**config.mk**
```make
export PLATFORM = sky130hd
export DESIGN_NAME = slcc_top
export DESIGN_NICKNAME = d
export VERILOG_FILES = /design/src/design/slcc_top.v
export VERILOG_INCLUDE_DIRS = /design/src /design/src/common
export SDC_FILE = /design/constraint.sdc
export NUM_CORES = 1
export LEC_CHECK = 0
export CAP_MARGIN = 15
export CORE_MARGIN = 1
export CORE_UTILIZATION = 45
export DETAILED_ROUTE_END_ITERATION = 8
export DONT_BUFFER_PORTS = 1
export MAX_ROUTING_LAYER = met4
export PLACE_DENSITY = 0.69
export SYNTH_ARGS = -nofsm -noshare
export SYNTH_HDL_FRONTEND = slang
export SYNTH_SLANG_ARGS = --single-unit
```
**constraint.sdc**
```tcl
create_clock -name clk -period 5.6 [get_ports clk]
set_input_delay 1.12 -clock clk [delete_from_list [all_inputs] [get_ports clk]]
set_output_delay 1.12 -clock clk [all_outputs]
set_load 0.02 [all_outputs]
```
**src/common/slcc_defines.vh**
```
`ifndef SLCC_DEFINES_VH
`define SLCC_DEFINES_VH

// Register indexes; byte address is four times the index
`define SLCC_IDX_CAP_CTRL 10'h31E
`define SLCC_IDX_CAP_B0 10'h31F
`define SLCC_IDX_CAP_B1 10'h320
`define SLCC_IDX_CAP_B2 10'h321
`define SLCC_IDX_CAP_B3 10'h322
`define SLCC_IDX_CAP_B4 10'h323
`define SLCC_IDX_CHK_CTRL 10'h32C
`define SLCC_IDX_REF_LOW 10'h32D
`define SLCC_IDX_REF_HIGH 10'h32E
`define SLCC_IDX_CHK_SEL 10'h32F
`define SLCC_IDX_IRQ_STAT 10'h340
`define SLCC_IDX_IRQ_MASK 10'h341

// Capture control fields
`define SLCC_CAP_REQ_BIT 0
`define SLCC_CAP_MODE_BIT 1

// Check control fields
`define SLCC_CHK_EN_BIT 0
`define SLCC_CHK_CLR_BIT 1
`define SLCC_CHK_CHAN_HI 3
`define SLCC_CHK_CHAN_LO 2
`define SLCC_CHK_SP_HI 7
`define SLCC_CHK_SP_LO 4

// Check select / status fields
`define SLCC_SEL_FAIL_BIT 0
`define SLCC_SEL_IQ_BIT 6
`define SLCC_SEL_LINK_BIT 7

// Interrupt status bits
`define SLCC_IRQ_CAP_BIT 0
`define SLCC_IRQ_FAIL_BIT 1

// Reset values
`define SLCC_RST_BYTE 8'h00
`define SLCC_RST_WORD 40'h00_0000_0000
`define SLCC_RST_IRQ 2'h0

// Bus answers
`define SLCC_RESP_OKAY 2'h0
`define SLCC_RESP_SLVERR 2'h2

`endif

```
**src/design/slcc_top.v**
```verilog
// Added by the designer: register access over AXI4-Lite.
`timescale 1ns/1ps
`include "slcc_defines.vh"

module slcc_top #(
    parameter LANE_W = 40,
    parameter SAMPLE_W = 16,
    parameter ADDR_W = 12
) (
    // Clock and reset
    input wire clk,
    input wire nrst,
    // Lane receiver
    input wire [LANE_W-1:0] lane_data,
    input wire lane_bit_error,
    // Deframed samples
    input wire sample_valid,
    input wire [SAMPLE_W-1:0] sample_data,
    input wire [3:0] sample_index,
    input wire [1:0] sample_subchannel,
    input wire sample_link,
    input wire sample_q,
    // AXI4-Lite write address
    input wire s_axi_awvalid,
    output reg s_axi_awready,
    input wire [ADDR_W-1:0] s_axi_awaddr,
    // AXI4-Lite write data
    input wire s_axi_wvalid,
    output reg s_axi_wready,
    input wire [31:0] s_axi_wdata,
    input wire [3:0] s_axi_wstrb,
    // AXI4-Lite write response
    output reg s_axi_bvalid,
    input wire s_axi_bready,
    output reg [1:0] s_axi_bresp,
    // AXI4-Lite read address
    input wire s_axi_arvalid,
    output reg s_axi_arready,
    input wire [ADDR_W-1:0] s_axi_araddr,
    // AXI4-Lite read data
    output reg s_axi_rvalid,
    input wire s_axi_rready,
    output reg [31:0] s_axi_rdata,
    output reg [1:0] s_axi_rresp,
    // Interrupt
    output reg irq
);

    reg rst_meta_r;
    reg rst_sync_r;
    wire rst_n;

    // Reset released through two flops
    always @(posedge clk or negedge nrst) begin
        if (!nrst) begin
            rst_meta_r <= 1'b0;
            rst_sync_r <= 1'b0;
        end else begin
            rst_meta_r <= 1'b1;
            rst_sync_r <= rst_meta_r;
        end
    end
    assign rst_n = rst_sync_r;

    reg [7:0] cap_ctrl_r;
    reg [7:0] chk_ctrl_r;
    reg [7:0] ref_low_r;
    reg [7:0] ref_high_r;
    reg [7:0] chk_sel_r;
    reg [1:0] irq_stat_r;
    reg [1:0] irq_mask_r;
    reg [LANE_W-1:0] cap_word_r;
    reg req_prev_r;
    reg fail_r;

    reg aw_hold_r;
    reg w_hold_r;
    reg [ADDR_W-1:0] waddr_r;
    reg [31:0] wdata_r;
    reg [3:0] wstrb_r;

    function is_mapped;
        input [9:0] idx;
        begin
            case (idx)
                `SLCC_IDX_CAP_CTRL, `SLCC_IDX_CAP_B0, `SLCC_IDX_CAP_B1,
                `SLCC_IDX_CAP_B2, `SLCC_IDX_CAP_B3, `SLCC_IDX_CAP_B4,
                `SLCC_IDX_CHK_CTRL, `SLCC_IDX_REF_LOW, `SLCC_IDX_REF_HIGH,
                `SLCC_IDX_CHK_SEL, `SLCC_IDX_IRQ_STAT, `SLCC_IDX_IRQ_MASK: is_mapped = 1'b1;
                default: is_mapped = 1'b0;
            endcase
        end
    endfunction

    // Index taken from a byte address; the low two address bits are ignored
    function [9:0] reg_index;
        input [ADDR_W-1:0] addr;
        begin
            reg_index = addr[11:2];
        end
    endfunction

    // Response code for an access to the given index
    function [1:0] resp_for;
        input [9:0] idx;
        begin
            resp_for = is_mapped(idx) ? `SLCC_RESP_OKAY : `SLCC_RESP_SLVERR;
        end
    endfunction

    // Byte n of the held capture word, lowest byte first
    function [7:0] cap_byte;
        input [LANE_W-1:0] src;
        input [2:0] n;
        begin
            cap_byte = src[n*8 +: 8];
        end
    endfunction

    // Registers are one byte wide; upper read bits are zero
    function [31:0] pad_byte;
        input [7:0] b;
        begin
            pad_byte = {24'h00_0000, b};
        end
    endfunction

    wire [9:0] widx = reg_index(waddr_r);
    wire [9:0] ridx = reg_index(s_axi_araddr);
    wire do_write = aw_hold_r && w_hold_r && !s_axi_bvalid;
    wire wr_hit = do_write && wstrb_r[0] && is_mapped(widx);
    wire [7:0] wbyte = wdata_r[7:0];
    wire do_read = s_axi_arvalid && s_axi_arready;

    // Capture trigger
    wire req_rise = cap_ctrl_r[`SLCC_CAP_REQ_BIT] && !req_prev_r;
    wire cap_trig = cap_ctrl_r[`SLCC_CAP_MODE_BIT] ? lane_bit_error : req_rise;

    // Sample check
    wire [SAMPLE_W-1:0] ref_word = {ref_high_r, ref_low_r};
    wire sel_hit = sample_valid
        && sample_index == chk_ctrl_r[`SLCC_CHK_SP_HI:`SLCC_CHK_SP_LO]
        && sample_subchannel == chk_ctrl_r[`SLCC_CHK_CHAN_HI:`SLCC_CHK_CHAN_LO]
        && sample_link == chk_sel_r[`SLCC_SEL_LINK_BIT]
        && sample_q == chk_sel_r[`SLCC_SEL_IQ_BIT];
    wire chk_clear = chk_ctrl_r[`SLCC_CHK_CLR_BIT];
    // Held clear overrides compare so a stale mismatch cannot reappear
    wire mismatch = chk_ctrl_r[`SLCC_CHK_EN_BIT] && !chk_clear
        && sel_hit && sample_data != ref_word;

    wire [1:0] irq_set = {mismatch, cap_trig};
    wire stat_wr = wr_hit && widx == `SLCC_IDX_IRQ_STAT;
    // Writable fields of the narrow registers
    wire [1:0] cap_field = wbyte[`SLCC_CAP_MODE_BIT:`SLCC_CAP_REQ_BIT];
    wire [1:0] sel_field = wbyte[`SLCC_SEL_LINK_BIT:`SLCC_SEL_IQ_BIT];
    wire [1:0] irq_field = wbyte[`SLCC_IRQ_FAIL_BIT:`SLCC_IRQ_CAP_BIT];

    // Capture bytes and the fail flag are read-only, so writes to them land nowhere
    always @(posedge clk or negedge rst_n) begin
        if (!rst_n) begin
            cap_ctrl_r <= `SLCC_RST_BYTE;
            chk_ctrl_r <= `SLCC_RST_BYTE;
            ref_low_r <= `SLCC_RST_BYTE;
            ref_high_r <= `SLCC_RST_BYTE;
            chk_sel_r <= `SLCC_RST_BYTE;
            irq_mask_r <= `SLCC_RST_IRQ;
        end else if (wr_hit) begin
            case (widx)
                `SLCC_IDX_CAP_CTRL: cap_ctrl_r <= {6'h00, cap_field};
                `SLCC_IDX_CHK_CTRL: chk_ctrl_r <= wbyte;
                `SLCC_IDX_REF_LOW: ref_low_r <= wbyte;
                `SLCC_IDX_REF_HIGH: ref_high_r <= wbyte;
                `SLCC_IDX_CHK_SEL: chk_sel_r <= {sel_field, 6'h00};
                `SLCC_IDX_IRQ_MASK: irq_mask_r <= irq_field;
                default: cap_ctrl_r <= cap_ctrl_r;
            endcase
        end
    end

    // Request bit stays set; software writes 0 then 1 to capture again
    always @(posedge clk or negedge rst_n) begin
        if (!rst_n) begin
            req_prev_r <= 1'b0;
            cap_word_r <= `SLCC_RST_WORD;
        end else begin
            req_prev_r <= cap_ctrl_r[`SLCC_CAP_REQ_BIT];
            if (cap_trig) begin
                cap_word_r <= lane_data;
            end
        end
    end

    // Sticky result of the sample check
    always @(posedge clk or negedge rst_n) begin
        if (!rst_n) begin
            fail_r <= 1'b0;
        end else if (chk_clear) begin
            fail_r <= 1'b0;
        end else if (mismatch) begin
            fail_r <= 1'b1;
        end
    end

    // A new event wins over a write-one clear; irq trails a clear or mask write by one cycle
    always @(posedge clk or negedge rst_n) begin
        if (!rst_n) begin
            irq_stat_r <= `SLCC_RST_IRQ;
            irq <= 1'b0;
        end else begin
            if (stat_wr) begin
                irq_stat_r <= (irq_stat_r & ~irq_field) | irq_set;
            end else begin
                irq_stat_r <= irq_stat_r | irq_set;
            end
            irq <= |((irq_stat_r | irq_set) & irq_mask_r);
        end
    end

    // Write channels: address and data taken in either order
    always @(posedge clk or negedge rst_n) begin
        if (!rst_n) begin
            aw_hold_r <= 1'b0;
            w_hold_r <= 1'b0;
            waddr_r <= {ADDR_W{1'b0}};
            wdata_r <= 32'h0000_0000;
            wstrb_r <= 4'h0;
            s_axi_awready <= 1'b0;
            s_axi_wready <= 1'b0;
            s_axi_bvalid <= 1'b0;
            s_axi_bresp <= `SLCC_RESP_OKAY;
        end else begin
            if (s_axi_awvalid && s_axi_awready) begin
                aw_hold_r <= 1'b1;
                waddr_r <= s_axi_awaddr;
            end
            if (s_axi_wvalid && s_axi_wready) begin
                w_hold_r <= 1'b1;
                wdata_r <= s_axi_wdata;
                wstrb_r <= s_axi_wstrb;
            end
            s_axi_awready <= !aw_hold_r && !(s_axi_awvalid && s_axi_awready) && !s_axi_bvalid;
            s_axi_wready <= !w_hold_r && !(s_axi_wvalid && s_axi_wready) && !s_axi_bvalid;
            if (do_write) begin
                aw_hold_r <= 1'b0;
                w_hold_r <= 1'b0;
                s_axi_awready <= 1'b0;
                s_axi_wready <= 1'b0;
                s_axi_bvalid <= 1'b1;
                s_axi_bresp <= resp_for(widx);
            end else if (s_axi_bvalid && s_axi_bready) begin
                s_axi_bvalid <= 1'b0;
            end
        end
    end

    // Read channel: one read in flight
    always @(posedge clk or negedge rst_n) begin
        if (!rst_n) begin
            s_axi_arready <= 1'b0;
            s_axi_rvalid <= 1'b0;
            s_axi_rdata <= 32'h0000_0000;
            s_axi_rresp <= `SLCC_RESP_OKAY;
        end else begin
            s_axi_arready <= !s_axi_rvalid && !do_read;
            if (do_read) begin
                s_axi_rvalid <= 1'b1;
                s_axi_rresp <= resp_for(ridx);
                case (ridx)
                    `SLCC_IDX_CAP_CTRL: s_axi_rdata <= pad_byte(cap_ctrl_r);
                    `SLCC_IDX_CAP_B0: s_axi_rdata <= pad_byte(cap_byte(cap_word_r, 3'h0));
                    `SLCC_IDX_CAP_B1: s_axi_rdata <= pad_byte(cap_byte(cap_word_r, 3'h1));
                    `SLCC_IDX_CAP_B2: s_axi_rdata <= pad_byte(cap_byte(cap_word_r, 3'h2));
                    `SLCC_IDX_CAP_B3: s_axi_rdata <= pad_byte(cap_byte(cap_word_r, 3'h3));
                    `SLCC_IDX_CAP_B4: s_axi_rdata <= pad_byte(cap_byte(cap_word_r, 3'h4));
                    `SLCC_IDX_CHK_CTRL: s_axi_rdata <= pad_byte(chk_ctrl_r);
                    `SLCC_IDX_REF_LOW: s_axi_rdata <= pad_byte(ref_low_r);
                    `SLCC_IDX_REF_HIGH: s_axi_rdata <= pad_byte(ref_high_r);
                    `SLCC_IDX_CHK_SEL: s_axi_rdata <= pad_byte({chk_sel_r[7:1], fail_r});
                    `SLCC_IDX_IRQ_STAT: s_axi_rdata <= {30'h0000_0000, irq_stat_r};
                    `SLCC_IDX_IRQ_MASK: s_axi_rdata <= {30'h0000_0000, irq_mask_r};
                    default: s_axi_rdata <= 32'h0000_0000;
                endcase
            end else if (s_axi_rvalid && s_axi_rready) begin
                s_axi_rvalid <= 1'b0;
            end
        end
    end

endmodule

```
Word-level counts from Yosys, hierarchy flattened
Index checks and enable logic that the tools add are counted.
{"block": "word_totals", "regBits": 141, "input_bits": 133, "output_inout_bits": 42, "word_cells": 127}
{"block": "op_classes", "n_eq_ne": 29, "muxes": 21, "n_bitwise": 5, "reduce_logical": 46}
{"cell": "10-bit equality test (second input constant)", "count": 24}
{"cell": "8-bit one-hot mux with 12 select lines", "count": 1}
{"cell": "12-bit OR reduction", "count": 2}
{"cell": "1-bit logical AND", "count": 23}
{"cell": "1-bit two-way mux", "count": 17}
{"cell": "16-bit inequality test", "count": 1}
{"cell": "2-bit AND reduction", "count": 6}
{"cell": "2-bit nonzero test", "count": 5}
{"cell": "1-bit logical NOT", "count": 9}
{"cell": "2-bit two-way mux", "count": 3}
{"cell": "2-bit bitwise AND", "count": 2}
{"cell": "4-bit equality test", "count": 1}
{"cell": "2-bit bitwise OR", "count": 2}
{"cell": "1-bit equality test", "count": 2}
{"cell": "2-bit equality test", "count": 1}
{"cell": "2-bit inverter", "count": 1}
{"cell": "2-bit OR reduction", "count": 1}

Logic depth before layout (Yosys ltp)
{"block": "logic_depth", "word_depth": 10, "ltp_mapped": 7, "depth_no_buf": 5}

Worst setup path before layout
Ideal clock, no wire load.
{"block": "synth_path", "kind": "input -> register", "startpoint": "in s_axi_araddr[2]", "endpoint": "reg s_axi_rdata[7]", "arrival_ns": 2.344, "required_ns": 5.465, "slack_ns": 3.120, "stages": 5, "path_cell_list": "buf_4 > mux4_2 > a32o_1 > a221oi_1 > o21ai_0"}
{"block": "synth_between", "elab_chain_len": 2, "word_cells_on_any_way": 13}
{"element": "start: declaration", "line": "slcc_top.v:39", "source": "input wire [ADDR_W-1:0] s_axi_araddr,"}
{"element": "10-bit equality test", "line": "slcc_top.v:268", "source": "case (ridx)"}
{"element": "8-bit one-hot mux with 12 select lines (*)", "line": "slcc_top.v:268"}
{"element": "end signal: assignment", "line": "slcc_top.v:269", "source": "`SLCC_IDX_CAP_CTRL: s_axi_rdata <= pad_byte(cap_ctrl_r);"}
{"element": "end signal: assignment", "line": "slcc_top.v:270", "source": "`SLCC_IDX_CAP_B0: s_axi_rdata <= pad_byte(cap_byte(cap_word_r, 3'h0));"}
{"element": "end signal: assignment", "line": "slcc_top.v:271", "source": "`SLCC_IDX_CAP_B1: s_axi_rdata <= pad_byte(cap_byte(cap_word_r, 3'h1));"}
{"element": "end: declaration", "line": "slcc_top.v:43", "source": "output reg [31:0] s_axi_rdata,"}
Mark *: on every way between the ends. The rest lies on a longest branch, timed or not.
A chain may end at the register's enable or synchronous reset.

Final worst setup path
{"block": "layout_path", "startpoint": "reg s_axi_bvalid", "endpoint": "reg chk_ctrl_r[2]"}
{"block": "layout_between", "elab_chain_len": 5}
{"element": "start: declaration", "line": "slcc_top.v:33", "source": "output reg s_axi_bvalid,"}
{"element": "start signal: assignment", "line": "slcc_top.v:229", "source": "s_axi_bvalid <= 1'b0;"}
{"element": "start signal: assignment", "line": "slcc_top.v:248", "source": "s_axi_bvalid <= 1'b1;"}
{"element": "start signal: assignment", "line": "slcc_top.v:251", "source": "s_axi_bvalid <= 1'b0;"}
{"element": "1-bit logical NOT", "line": "slcc_top.v:130", "source": "wire do_write = aw_hold_r && w_hold_r && !s_axi_bvalid;"}
{"element": "1-bit logical AND", "line": "slcc_top.v:130"}
{"element": "1-bit logical AND (2 in series)", "line": "slcc_top.v:131", "source": "wire wr_hit = do_write && wstrb_r[0] && is_mapped(widx);"}
{"element": "2-bit AND reduction (no source line)"}
{"element": "end signal: assignment", "line": "slcc_top.v:162", "source": "chk_ctrl_r <= `SLCC_RST_BYTE;"}
{"element": "end signal: assignment", "line": "slcc_top.v:170", "source": "`SLCC_IDX_CHK_CTRL: chk_ctrl_r <= wbyte;"}
{"element": "end: declaration", "line": "slcc_top.v:66", "source": "reg [7:0] chk_ctrl_r;"}
No other way between the ends.

==> results.cfg <==
[status]
status = finished clean

[final_layout]
nFillCells = 1055
final_common_cell = dfrtp_1
antenna_cells_inserted = 0
final_cell_mix = dfrtp_1 (112), mux2_2 (91), nand2_1 (28)
multiInputGateArea_sq_um = 2520
register_area_sq_um = 2830
layout-drive-gt1-share_pct = 29.6
area_growth_pct = 11.0
final_net_count = 588
final_util_pct = 51.0
postLayoutCellArea_sq_um = 6130

[drt]
drc = 0
drt-total-wl_mm = 12.3
met1Wirelength_mm = 5.21
dr_wl_met2_mm = 5.96
vias_per_cell = 5.64
drt-initial-drc-count = 144
wl_met3_um = 734
top_layer_used = met4
avgRoutedWirePerCell_um = 20.1
num_vias = 3464
firstDrtPassIters = 4
ant_nets = 0

[worst_setup_path]
end_kind = flip-flop
path_class = reg -> reg
start_kind = flip-flop
ff2ff_setup_slack_ns = 3.37
critPathMaxFanout = 8
slowest_delay_ns = 0.57
slowest_stage = nand4_1
crit_required_ns = 5.89
cp_cell_sequence = nand3b_1, nor3b_2, nand4_1, mux2_2
arrival_ns = 2.53
critPathBufInv = 0
crit_family = simple AND/OR/NAND/NOR gates

[floorplanning]
die-area_sq_um = 12700
pin_count = 175
die_x_um = 113
core.rowCount = 40
dieHeight_um = 113
initial_core_util_pct = 46.0
core_area_sq_um = 12000

[synth]
syn_inst = 447
yosysSeqAreaShare_pct = 51.2
synthArstFlopShare_pct = 100
yosys_register_bits = 113
yosysWarningCount = 0
ys_types = 48
synth_edf_count = 0
syn_avg_cell_area_sq_um = 12.4
ys.flop_type = dfrtp_1
synthesis.area_sq_um = 5520

[sta]
max_slew_margin_pct = 41.1
slew_viol_final = 0
hold_viol_final = 0
rsz0062_at_grt = no
setup_viol = 0
hold_ws_ns = 0.325
fmax_mhz = 448
fin_crit_sh_pct = 39.9
worst-slew-pin-transition_ns = 0.884
setup_tns_ns = 0
period_needed_ns = 2.23
clock_skew_ns = 0.00549

[power]
power.density_nw_per_um2 = 412
clockPowerShare_pct = 38.9
seqPwrFrac_pct = 46.9
p_int_mw = 1.84
pwr-share-comb_pct = 14.2
p_total_mw = 2.53
p_leak_nw = 2.90
switching_share_pct = 27.1
p_sw_mw = 0.685
vdd.ir_drop.worst_uv = 290

[placement]
dp_hpwl_mm = 9.05
io_buffers = 0
gp_congestion = 0.808
dpl_cell_area_sq_um = 5580

[clocking]
numCtsBuffers = 17
clock_latency_ns = 0.41
cts_resized = 0
clk_path_buf_depth = 2
clock_tree.root_cell = clkbuf_16
htree_levels = 4
clock-sinks = 113
tritoncts = built
post_cts_buffers = 0
clk_pin_slew_ns = 0.05
cts-hold-fix-buffers = 0

[hold_path]
hold_path.class = reg -> async

[global_routing]
track_usage_pct = 21.6
grt_max_degree = 70
antenna_found_initial = 0
grt_pass1_wl_mm = 19.6
grt_pass1_vias = 3612
overflow = 0

[run]
cap_violations = 0
## registers in the layout, indices dropped and copies added (netlist names), 8 cells and up
signal and count:
cap_word_r 40, chk_ctrl_r 8, ref_high_r 8, ref_low_r 8, s_axi_rdata 8, waddr_r 10
wdata_r 8
## power by group through the flow
stage	clock, mW	sequential [mW]	combinational [mW]
finish	0.982	1.18	0.360
global route	1.04	1.22	0.398
CTS	1.01	1.19	0.366
detailed placement	0	1.20	0.364
global placement	0	1.18	0.349
floorplan	0	1.15	0.325
## cell usage after synthesis, drive strengths merged (4+ instances only)
master  instances  share of area [%]
mux2           91                 19
nand4           6               0.68
nor3b           4               0.63
a21oi          11                1.0
xor2           25                4.0
nor3           10               0.91
inv             5               0.34
nor4            7                1.1
nand3b          4               0.77
nand2          28                1.9
o21ai          19                1.7
mux4            7                2.9
dfrtp         113                 51
nand3          13                1.2
nor2b           4               0.45
buf            36                4.5
nor2           16                1.1
mux2i           6                1.1
## through the flow
step	setup WS [ns]	instances
floorplan	2.22	472
global placement	2.96	583
detailed placement	2.99	583
CTS	3.40	614
global route	3.20	614
finish	3.37	614
## per-layer routing
metal  track usage, %  vias to the layer above
met5                -                        -
met2             32.8                      123
met4             11.3                        0
met1             25.9                     1719
li1                 -                     1589
met3             6.64                       33
## cell families after synthesis
logic type / count (synthesis) / share of synthesized area (%)
AO/OA/AOI/OAI: 52 / 5.98
AND/OR/NAND/NOR: 107 / 11.1
flip-flops: 113 / 51.2
multiplexers: 104 / 22.5
other: 2 / 0.136
XOR/XNOR: 25 / 3.96
buffers and inverters: 44 / 5.07
## area by class of cell
cell class	count	share of cell area, %
clock buffers	26	8.63
inverters	5	0.306
well taps	147	3.00
repair buffers	3	0.367
multi-input cells	315	41.1
clock inverters	5	0.408
flip-flops and latches	113	46.2
## worst reg2reg max path, cell delays in order (launching register included)
cell and delay [ns]:
dfrtp_1 0.47, nand3b_1 0.26, nor3b_2 0.32, nand4_1 0.57, mux2_2 0.50
## worst paths after layout
check,from,end,cells past startpoint
setup reg to reg,s_axi_bvalid,chk_ctrl_r[2],4
min in group clk,rst_meta_r,rst_n,0
setup / recovery,s_axi_bvalid,chk_ctrl_r[2],4
hold / removal,rst_n,cap_word_r[36],0
max in group asynchronous,rst_n,s_axi_rvalid,1
hold reg to reg,rst_n,cap_word_r[36],0
Note: power is estimated with default switching activity, not from simulation.
